[config.mk]
export PLATFORM = sky130hd
export DESIGN_NAME = pif_flags
export DESIGN_NICKNAME = d
export VERILOG_FILES = /design/src/rtl/pif_pkg.sv /design/src/rtl/pif_flags.sv
export SDC_FILE = /design/constraint.sdc
export NUM_CORES = 1
export LEC_CHECK = 0
export BUFFER_PORTS_ARGS = -buffer_cell sky130_fd_sc_hd__buf_2
export CORE_MARGIN = 2
export CORE_UTILIZATION = 37
export CTS_BUF_LIST = sky130_fd_sc_hd__clkbuf_16
export CTS_CLUSTER_DIAMETER = 60
export DETAILED_ROUTE_END_ITERATION = 6
export PLACE_DENSITY = 0.84
export SLEW_MARGIN = 20
export SYNTH_ARGS = -nofsm -noshare
export SYNTH_HDL_FRONTEND = slang
export SYNTH_SLANG_ARGS = --single-unit
[constraint.sdc]
create_clock -name i_clk -period 1.9 [get_ports i_clk]
set_input_delay 0.285 -clock i_clk [delete_from_list [all_inputs] [get_ports i_clk]]
set_output_delay 0.285 -clock i_clk [all_outputs]
set_load 0.01 [all_outputs]
[src/rtl/pif_pkg.sv]
// constants for the peripheral interrupt flag register block
// assumes a 100 MHz core clock and an avalon-mm register slave
// Notes on behaviour
// - flags in one 8-bit register, offset 0ch
// - flags set regardless of enable bits
// - comparator change sets bit 6
// - receive flag follows buffer full, read-only
// - receive flag low when buffer empty
// - transmit flag follows buffer state, read-only
package pif_pkg;
	localparam logic [7:0] FLAGS_OFFSET = 8'h0c;
	localparam logic [7:0] FLAGS_RESET  = 8'h00;
	localparam int         BIT_EEPROM   = 7;
	localparam int         BIT_CMP      = 6;
	localparam int         BIT_RX       = 5;
	localparam int         BIT_TX       = 4;
	localparam int         BIT_UNUSED   = 3;
	localparam int         BIT_CCP      = 2;
	localparam int         BIT_TMR2     = 1;
	localparam int         BIT_TMR1     = 0;
	// bits that software may clear by writing zero
	localparam logic [7:0] STICKY_MASK  = 8'h87 | 8'h40;
	localparam logic [31:0] UNMAPPED_READ = 32'h0000_0000;
	typedef enum logic [1:0]
	{
		PIF_IDLE = 2'b00,
		PIF_ACK  = 2'b01
	} pif_state_t;
endpackage

[src/rtl/pif_flags.sv]
// peripheral interrupt flag register with an avalon-mm slave port
// assumes event pulses and buffer levels come from logic on i_clk
//
// The Avalon-MM slave port was left to the implementer.
`timescale 1ns/10ps
module pif_flags
(
	input  wire logic        i_clk,
	input  wire logic        i_resetn,
	input  wire logic [7:0]  i_address,
	input  wire logic        i_read,
	input  wire logic        i_write,
	input  wire logic [31:0] i_writedata,
	input  wire logic [3:0]  i_byteenable,
	output logic [31:0]      o_readdata,
	output logic             o_waitrequest,
	input  wire logic        i_eeprom_write_done,
	input  wire logic        i_comparator_change,
	input  wire logic        i_rx_buffer_full,
	input  wire logic        i_tx_buffer_empty,
	input  wire logic        i_capture_compare_event,
	input  wire logic        i_timer2_match,
	input  wire logic        i_timer1_overflow,
	output logic [7:0]       o_peripheral_irq_flags
);
	pif_pkg::pif_state_t state;
	pif_pkg::pif_state_t next_state;
	logic [7:0] sticky;
	logic       rx_flag;
	logic       tx_flag;

	wire logic       req      = i_read | i_write;
	wire logic       hit      = (i_address == pif_pkg::FLAGS_OFFSET);
	// writes land in the wait cycle so the acking edge sees the result once
	wire logic       wr_take  = (state == pif_pkg::PIF_IDLE) & i_write & hit & i_byteenable[0];
	wire logic [7:0] events;
	wire logic [7:0] keep;
	wire logic [7:0] next_sticky;
	wire logic [7:0] flags_view;

	// one decode of the visible byte, shared by the read port and the flag output
	function automatic logic [7:0] pif_view
	(
		input logic [7:0] s,
		input logic       rx,
		input logic       tx
	);
		return {s[7:6], rx, tx, 1'b0, s[2:0]};
	endfunction

	assign events = {i_eeprom_write_done, i_comparator_change, 3'b000,
		i_capture_compare_event, i_timer2_match, i_timer1_overflow} & pif_pkg::STICKY_MASK;
	// software may only clear sticky bits; writing one does not set them
	assign keep = wr_take ? (i_writedata[7:0] | ~pif_pkg::STICKY_MASK) : 8'hff;
	// set wins over a clear in the same cycle
	assign next_sticky = (sticky & keep & pif_pkg::STICKY_MASK) | events;
	// one byte, bit 3 zero; read port and flag output see the same next value
	assign flags_view = pif_view(next_sticky, i_rx_buffer_full, i_tx_buffer_empty);
	assign next_state = (state == pif_pkg::PIF_IDLE && req) ? pif_pkg::PIF_ACK : pif_pkg::PIF_IDLE;

	always_ff @(posedge i_clk or negedge i_resetn)
	begin
		if (!i_resetn)
			sticky <= pif_pkg::FLAGS_RESET;
		else
			sticky <= next_sticky;
	end

	always_ff @(posedge i_clk or negedge i_resetn)
	begin
		if (!i_resetn)
		begin
			rx_flag <= 1'b0;
			tx_flag <= 1'b0;
		end
		else
		begin
			rx_flag <= i_rx_buffer_full;
			tx_flag <= i_tx_buffer_empty;
		end
	end

	always_ff @(posedge i_clk or negedge i_resetn)
	begin
		if (!i_resetn)
		begin
			state         <= pif_pkg::PIF_IDLE;
			o_waitrequest <= 1'b1;
			o_readdata    <= pif_pkg::UNMAPPED_READ;
		end
		else
		begin
			state         <= next_state;
			o_waitrequest <= !(next_state == pif_pkg::PIF_ACK);
			if (state == pif_pkg::PIF_IDLE && i_read)
				o_readdata <= hit ? {24'h000000, flags_view} : pif_pkg::UNMAPPED_READ;
		end
	end

	always_ff @(posedge i_clk or negedge i_resetn)
	begin
		if (!i_resetn)
			o_peripheral_irq_flags <= pif_pkg::FLAGS_RESET;
		else
			o_peripheral_irq_flags <= flags_view;
	end

	event_sets_a: assert property (@(posedge i_clk) disable iff (!i_resetn)
		i_timer1_overflow |=> o_peripheral_irq_flags[pif_pkg::BIT_TMR1])
		else $error("timer1 overflow did not set its flag");
	cmp_flag_a: assert property (@(posedge i_clk) disable iff (!i_resetn)
		i_comparator_change |=> o_peripheral_irq_flags[pif_pkg::BIT_CMP])
		else $error("comparator change did not set bit 6");
	rx_follow_a: assert property (@(posedge i_clk) disable iff (!i_resetn)
		o_peripheral_irq_flags[pif_pkg::BIT_RX] == $past(i_rx_buffer_full))
		else $error("receive flag does not follow buffer");
	rx_empty_a: assert property (@(posedge i_clk) disable iff (!i_resetn)
		!i_rx_buffer_full ##1 !i_rx_buffer_full |=> !o_peripheral_irq_flags[pif_pkg::BIT_RX])
		else $error("receive flag high with empty buffer");
	tx_follow_a: assert property (@(posedge i_clk) disable iff (!i_resetn)
		o_peripheral_irq_flags[pif_pkg::BIT_TX] == $past(i_tx_buffer_empty))
		else $error("transmit flag does not follow buffer");
	ccp_hold_a: assert property (@(posedge i_clk) disable iff (!i_resetn)
		o_peripheral_irq_flags[pif_pkg::BIT_CCP] && !wr_take |=> o_peripheral_irq_flags[pif_pkg::BIT_CCP])
		else $error("capture flag dropped without a clear");
	unused_zero_a: assert property (@(posedge i_clk) disable iff (!i_resetn)
		!o_peripheral_irq_flags[pif_pkg::BIT_UNUSED] && !o_readdata[pif_pkg::BIT_UNUSED])
		else $error("bit 3 is not zero");
	clear_flag_a: assert property (@(posedge i_clk) disable iff (!i_resetn)
		wr_take && !i_writedata[pif_pkg::BIT_EEPROM] && !i_eeprom_write_done
		|=> !o_peripheral_irq_flags[pif_pkg::BIT_EEPROM])
		else $error("eeprom flag not cleared by write");
	// bus answers in one wait cycle
	bus_answer_a: assert property (@(posedge i_clk) disable iff (!i_resetn)
		(state == pif_pkg::PIF_IDLE) && req |=> !o_waitrequest ##1 o_waitrequest)
		else $error("bus answer not one cycle after request");
	read_flags_a: assert property (@(posedge i_clk) disable iff (!i_resetn)
		(state == pif_pkg::PIF_IDLE) && i_read && hit |=> o_readdata[7:0] == o_peripheral_irq_flags)
		else $error("read data differs from flags");

	eeprom_set_a: assert property (@(posedge i_clk) disable iff (!i_resetn)
		i_eeprom_write_done
		|=> o_peripheral_irq_flags[pif_pkg::BIT_EEPROM])
		else $error("eeprom completion did not set its flag");

	ccp_set_a: assert property (@(posedge i_clk) disable iff (!i_resetn)
		i_capture_compare_event
		|=> o_peripheral_irq_flags[pif_pkg::BIT_CCP])
		else $error("capture event did not set its flag");

	tmr2_set_a: assert property (@(posedge i_clk) disable iff (!i_resetn)
		i_timer2_match
		|=> o_peripheral_irq_flags[pif_pkg::BIT_TMR2])
		else $error("timer2 match did not set its flag");

	cmp_clear_a: assert property (@(posedge i_clk) disable iff (!i_resetn)
		wr_take && !i_writedata[pif_pkg::BIT_CMP] && !i_comparator_change
		|=> !o_peripheral_irq_flags[pif_pkg::BIT_CMP])
		else $error("comparator flag not cleared by write");

	ccp_clear_a: assert property (@(posedge i_clk) disable iff (!i_resetn)
		wr_take && !i_writedata[pif_pkg::BIT_CCP] && !i_capture_compare_event
		|=> !o_peripheral_irq_flags[pif_pkg::BIT_CCP])
		else $error("capture flag not cleared by write");

	tmr2_clear_a: assert property (@(posedge i_clk) disable iff (!i_resetn)
		wr_take && !i_writedata[pif_pkg::BIT_TMR2] && !i_timer2_match
		|=> !o_peripheral_irq_flags[pif_pkg::BIT_TMR2])
		else $error("timer2 flag not cleared by write");

	tmr1_clear_a: assert property (@(posedge i_clk) disable iff (!i_resetn)
		wr_take && !i_writedata[pif_pkg::BIT_TMR1] && !i_timer1_overflow
		|=> !o_peripheral_irq_flags[pif_pkg::BIT_TMR1])
		else $error("timer1 flag not cleared by write");

	eeprom_hold_a: assert property (@(posedge i_clk) disable iff (!i_resetn)
		o_peripheral_irq_flags[pif_pkg::BIT_EEPROM] && !wr_take
		|=> o_peripheral_irq_flags[pif_pkg::BIT_EEPROM])
		else $error("eeprom flag dropped without a clear");

	cmp_hold_a: assert property (@(posedge i_clk) disable iff (!i_resetn)
		o_peripheral_irq_flags[pif_pkg::BIT_CMP] && !wr_take
		|=> o_peripheral_irq_flags[pif_pkg::BIT_CMP])
		else $error("comparator flag dropped without a clear");

	tmr2_hold_a: assert property (@(posedge i_clk) disable iff (!i_resetn)
		o_peripheral_irq_flags[pif_pkg::BIT_TMR2] && !wr_take
		|=> o_peripheral_irq_flags[pif_pkg::BIT_TMR2])
		else $error("timer2 flag dropped without a clear");

	tmr1_hold_a: assert property (@(posedge i_clk) disable iff (!i_resetn)
		o_peripheral_irq_flags[pif_pkg::BIT_TMR1] && !wr_take
		|=> o_peripheral_irq_flags[pif_pkg::BIT_TMR1])
		else $error("timer1 flag dropped without a clear");

	// no event keeps clear flags clear
	sticky_quiet_a: assert property (@(posedge i_clk) disable iff (!i_resetn)
		((o_peripheral_irq_flags & pif_pkg::STICKY_MASK) == 8'h00) && (events == 8'h00)
		|=> ((o_peripheral_irq_flags & pif_pkg::STICKY_MASK) == 8'h00))
		else $error("sticky flag rose without an event");

	// writing one leaves a flag set
	write_one_keeps_a: assert property (@(posedge i_clk) disable iff (!i_resetn)
		wr_take && i_writedata[pif_pkg::BIT_TMR1] && o_peripheral_irq_flags[pif_pkg::BIT_TMR1]
		|=> o_peripheral_irq_flags[pif_pkg::BIT_TMR1])
		else $error("writing one cleared a flag");

	// lane 0 off ignores the write
	lane_off_a: assert property (@(posedge i_clk) disable iff (!i_resetn)
		(state == pif_pkg::PIF_IDLE) && i_write && hit && !i_byteenable[0] && o_peripheral_irq_flags[pif_pkg::BIT_TMR2]
		|=> o_peripheral_irq_flags[pif_pkg::BIT_TMR2])
		else $error("write without lane 0 changed a flag");

	unmapped_write_a: assert property (@(posedge i_clk) disable iff (!i_resetn)
		(state == pif_pkg::PIF_IDLE) && i_write && !hit && o_peripheral_irq_flags[pif_pkg::BIT_EEPROM]
		|=> o_peripheral_irq_flags[pif_pkg::BIT_EEPROM])
		else $error("unmapped write changed a flag");

	unmapped_read_a: assert property (@(posedge i_clk) disable iff (!i_resetn)
		(state == pif_pkg::PIF_IDLE) && i_read && !hit
		|=> o_readdata == pif_pkg::UNMAPPED_READ)
		else $error("unmapped read returned data");

	read_upper_a: assert property (@(posedge i_clk) disable iff (!i_resetn)
		o_readdata[31:8] == 24'h000000)
		else $error("upper read lanes not zero");

	rx_readonly_a: assert property (@(posedge i_clk) disable iff (!i_resetn)
		wr_take && i_writedata[pif_pkg::BIT_RX] && !i_rx_buffer_full
		|=> !o_peripheral_irq_flags[pif_pkg::BIT_RX])
		else $error("write changed the receive flag");

	tx_readonly_a: assert property (@(posedge i_clk) disable iff (!i_resetn)
		wr_take && !i_writedata[pif_pkg::BIT_TX] && i_tx_buffer_empty
		|=> o_peripheral_irq_flags[pif_pkg::BIT_TX])
		else $error("write changed the transmit flag");

	read_stands_a: assert property (@(posedge i_clk) disable iff (!i_resetn)
		!((state == pif_pkg::PIF_IDLE) && i_read)
		|=> $stable(o_readdata))
		else $error("read data changed without a read");

	// no request keeps the bus waiting
	idle_wait_a: assert property (@(posedge i_clk) disable iff (!i_resetn)
		(state == pif_pkg::PIF_IDLE) && !req
		|=> o_waitrequest)
		else $error("acknowledge without a request");

	// acknowledge only in the ack state
	ack_state_a: assert property (@(posedge i_clk) disable iff (!i_resetn)
		!o_waitrequest == (state == pif_pkg::PIF_ACK))
		else $error("waitrequest and state disagree");

	// read sees an event of its own cycle
	read_event_a: assert property (@(posedge i_clk) disable iff (!i_resetn)
		(state == pif_pkg::PIF_IDLE) && i_read && hit && i_timer2_match
		|=> o_readdata[pif_pkg::BIT_TMR2])
		else $error("read missed a same-cycle event");

	read_rx_a: assert property (@(posedge i_clk) disable iff (!i_resetn)
		(state == pif_pkg::PIF_IDLE) && i_read && hit
		|=> o_readdata[pif_pkg::BIT_RX] == $past(i_rx_buffer_full))
		else $error("read receive bit differs from buffer");

	// level copies match the flag byte
	level_copy_a: assert property (@(posedge i_clk) disable iff (!i_resetn)
		(rx_flag == o_peripheral_irq_flags[pif_pkg::BIT_RX]) && (tx_flag == o_peripheral_irq_flags[pif_pkg::BIT_TX]))
		else $error("buffer level copies disagree with flag byte");

	cover_read_c:  cover property (@(posedge i_clk) disable iff (!i_resetn) i_read && hit && !o_waitrequest);
	cover_clear_c: cover property (@(posedge i_clk) disable iff (!i_resetn) wr_take && (sticky != 8'h00));
	cover_race_c:  cover property (@(posedge i_clk) disable iff (!i_resetn) wr_take && i_timer2_match);
	cover_rx_c:    cover property (@(posedge i_clk) disable iff (!i_resetn) $fell(rx_flag));
endmodule

==> metrics.txt <==
CORE AREA=roughly 0.0024 mm2; Worst Skew=between 1 and 1.5 ps; crit path kind=reg -> reg; synthesized area per cell=roughly 10 um2; Setup WS post-layout=about 590 ps; layout cells sized above 1=between 30% and 40%; Worst Reg2Reg Path Length in Cells=3; htree depth=1; drt first-iter violations=4; Die ar.=0.002882 mm2; area share of the largest cell type after synthesis=41.10%; clock latency on the worst-skew pair=240 ps; most frequent cells in the layout=39 x buf_2, 26 x conb_1, 15 x dfrtp_1; status=finished, final reports clean; Worst Hold Depth=1; most common cell after layout, fill and taps aside=buf_2; GRT overflow=0; Final GP Congestion=0.6557; Inserted Clock Buffers=3; final-report hold violation count=0; DRC Markers=0; post-synthesis sequential area ratio=43.97%; Sink Count=16; pwr/cell area=757.1 mW/mm2; flops & latches, synth=16; Worst Path Max Fanout=10; Mapped Cells=90; vias per inst=4.317; leakage power=0.5894 nW; Worst-Margin Slew=between 500 and 600 ps; vias in the first global route=655; post-CTS sizing=0; row count=18; # port buffers=39; clk slew on worst S/H paths=50 ps; Warnings, synthesis=0; global-route wire length before repair=2877 um; # Max-Cap Violations=0; Tmin final=roughly 1300 ps; placed wire-length estimate=around 1500 um; antenna-violating nets left=0; Final setup viols=0; Final Util=a little under half; via count=just under 700; Pre-antenna DRT Iters=2; clock buffer depth=2; die width=53.69 um; Tot GR Track Use=approximately 14%; routed length per instance=11.44 um; post-route cell area=0.001134 mm2; critical path endpoint category=register; cell taking the most area after synthesis=dfrtp_1; Tcrit/Tclk final=68.71%; CTS tree=done; P&R area growth vs syn=24.11%; fin nets=between 150 and 200; WP data arrival=1440 ps; final WL=1842 um; placed cell area=0.001045 mm2; overall power=~0.86 mW; Area contributors post-synth=dfrtp_1 41%, buf_4 21%, nand4b_1 4.8%; largest net degree at the start of global routing=17; Worst Hold Class=in -> reg; CP max stage cell=and3b_1; maximum VDD drop=413.8 uV; Max-slew headroom=around three fifths; Netlist cell types=20; Setup WS pre-CTS=around 420 ps; Initial Util=a little under two fifths; Clk Tree Root Cell=clkbuf_16; cells along the critical path=and3b_1, nand4b_1, a21o_1; Fmax achieved=765.9 MHz; CP max stage delay=approximately 450 ps; n_diodes=0; RSZ-0062 raised after global routing=false; Syn Std Cell Area=913.4 um2; Max Slew Vio Count=0; initial antenna violation count=0; die height=roughly 54 um; Required @ worst endpoint=2030 ps; Worst Setup Start Kind=register; setup_tns=0 ps; IO Count=96
-- power breakdown --
| part | switching [mW] | internal [mW] | leakage, nW |
|---|---|---|---|
| Clock | 0.123 | 0.278 | 0.0385 |
| Combinational | 0.0659 | 0.0371 | 0.364 |
| Sequential | 0.00315 | 0.351 | 0.187 |
| Total | 0.192 | 0.667 | 0.589 |
-- registers in the layout, indices dropped and copies added (netlist names) --
register and flops:
o_peripheral_irq_flags 7, o_readdata 7, o_waitrequest 1, state 1
-- cell type report --
type,count,area [um2]
inverters,1,3.754
clock inverters,1,3.754
repair buffers,41,212.7
clock buffers,3,75.07
flip-flops and latches,16,401.6
well taps,30,37.54
fillers,240,1276
multi-input cells,69,399.1
-- per-layer routing --
layer	part of all wire (%)	track usage [%]	vias up
li1	-	-	339
met2	50	24.39	31
met1	42	16.64	325
met3	8.3	3.889	0
met5	0	0	-
met4	0	5.128	0
-- cell usage after synthesis --
cell and n:
inv_1 1, nand2b_1 1, nand4b_1 5, nor4bb_1 1, dfrtp_1 15, o2bb2ai_1 5
nand2_1 7, nand3_1 2, nor2_1 6, dfstp_2 1, or2_2 1, a21o_1 5
conb_1 1, nor4_4 1, and3b_1 1, nand4b_4 1, clkbuf_1 1, buf_4 26
o21ai_1 7, buf_2 2
-- final timing paths --
check | start | endpoint | slack (ps)
hold reg to reg | o_readdata[7] | o_readdata[7] | 480
hold / removal | i_rx_buffer_full | o_peripheral_irq_flags[5] | 170
max in group asynchronous | i_resetn | o_waitrequest | 1100
setup reg to reg | state[0] | o_peripheral_irq_flags[6] | 590
setup / recovery | state[0] | o_peripheral_irq_flags[6] | 590
min in group asynchronous | i_resetn | o_readdata[7] | 490
-- critical path: cells and delay by family (launching register included) --
family	cells	cell delay, ps
DFF	1	390
AOI/OAI and AO/OA	1	210
and+or+nand+nor	2	590
-- cell families (layout without fill, tap and decap cells) --
kind of cell	after synthesis	count (layout)	synth area share, %
AO/OA/AOI/OAI	17	17	12.74
buffers and inverters	30	46	23.29
flip-flops	16	16	43.97
other	1	26	0.4106
AND/OR/NAND/NOR	26	26	19.59
-- repair_timing --
| item | in CTS | in global routing |
|---|---|---|
| hold endpoints to repair | 15 | 0 |
| hold buffers | 1 | 0 |
| buffers inserted | 0 | 0 |
-- through the flow --
stage | hold WS, ps | instances
2_1_floorplan | -10.59 | 115
3_3_place_gp | 207.7 | 156
3_5_place_dp | 223.5 | 156
4_1_cts | 161.8 | 161
5_1_grt | 159.7 | 161
6_report | 167.1 | 161
Note: power is estimated with default switching activity, not from simulation.
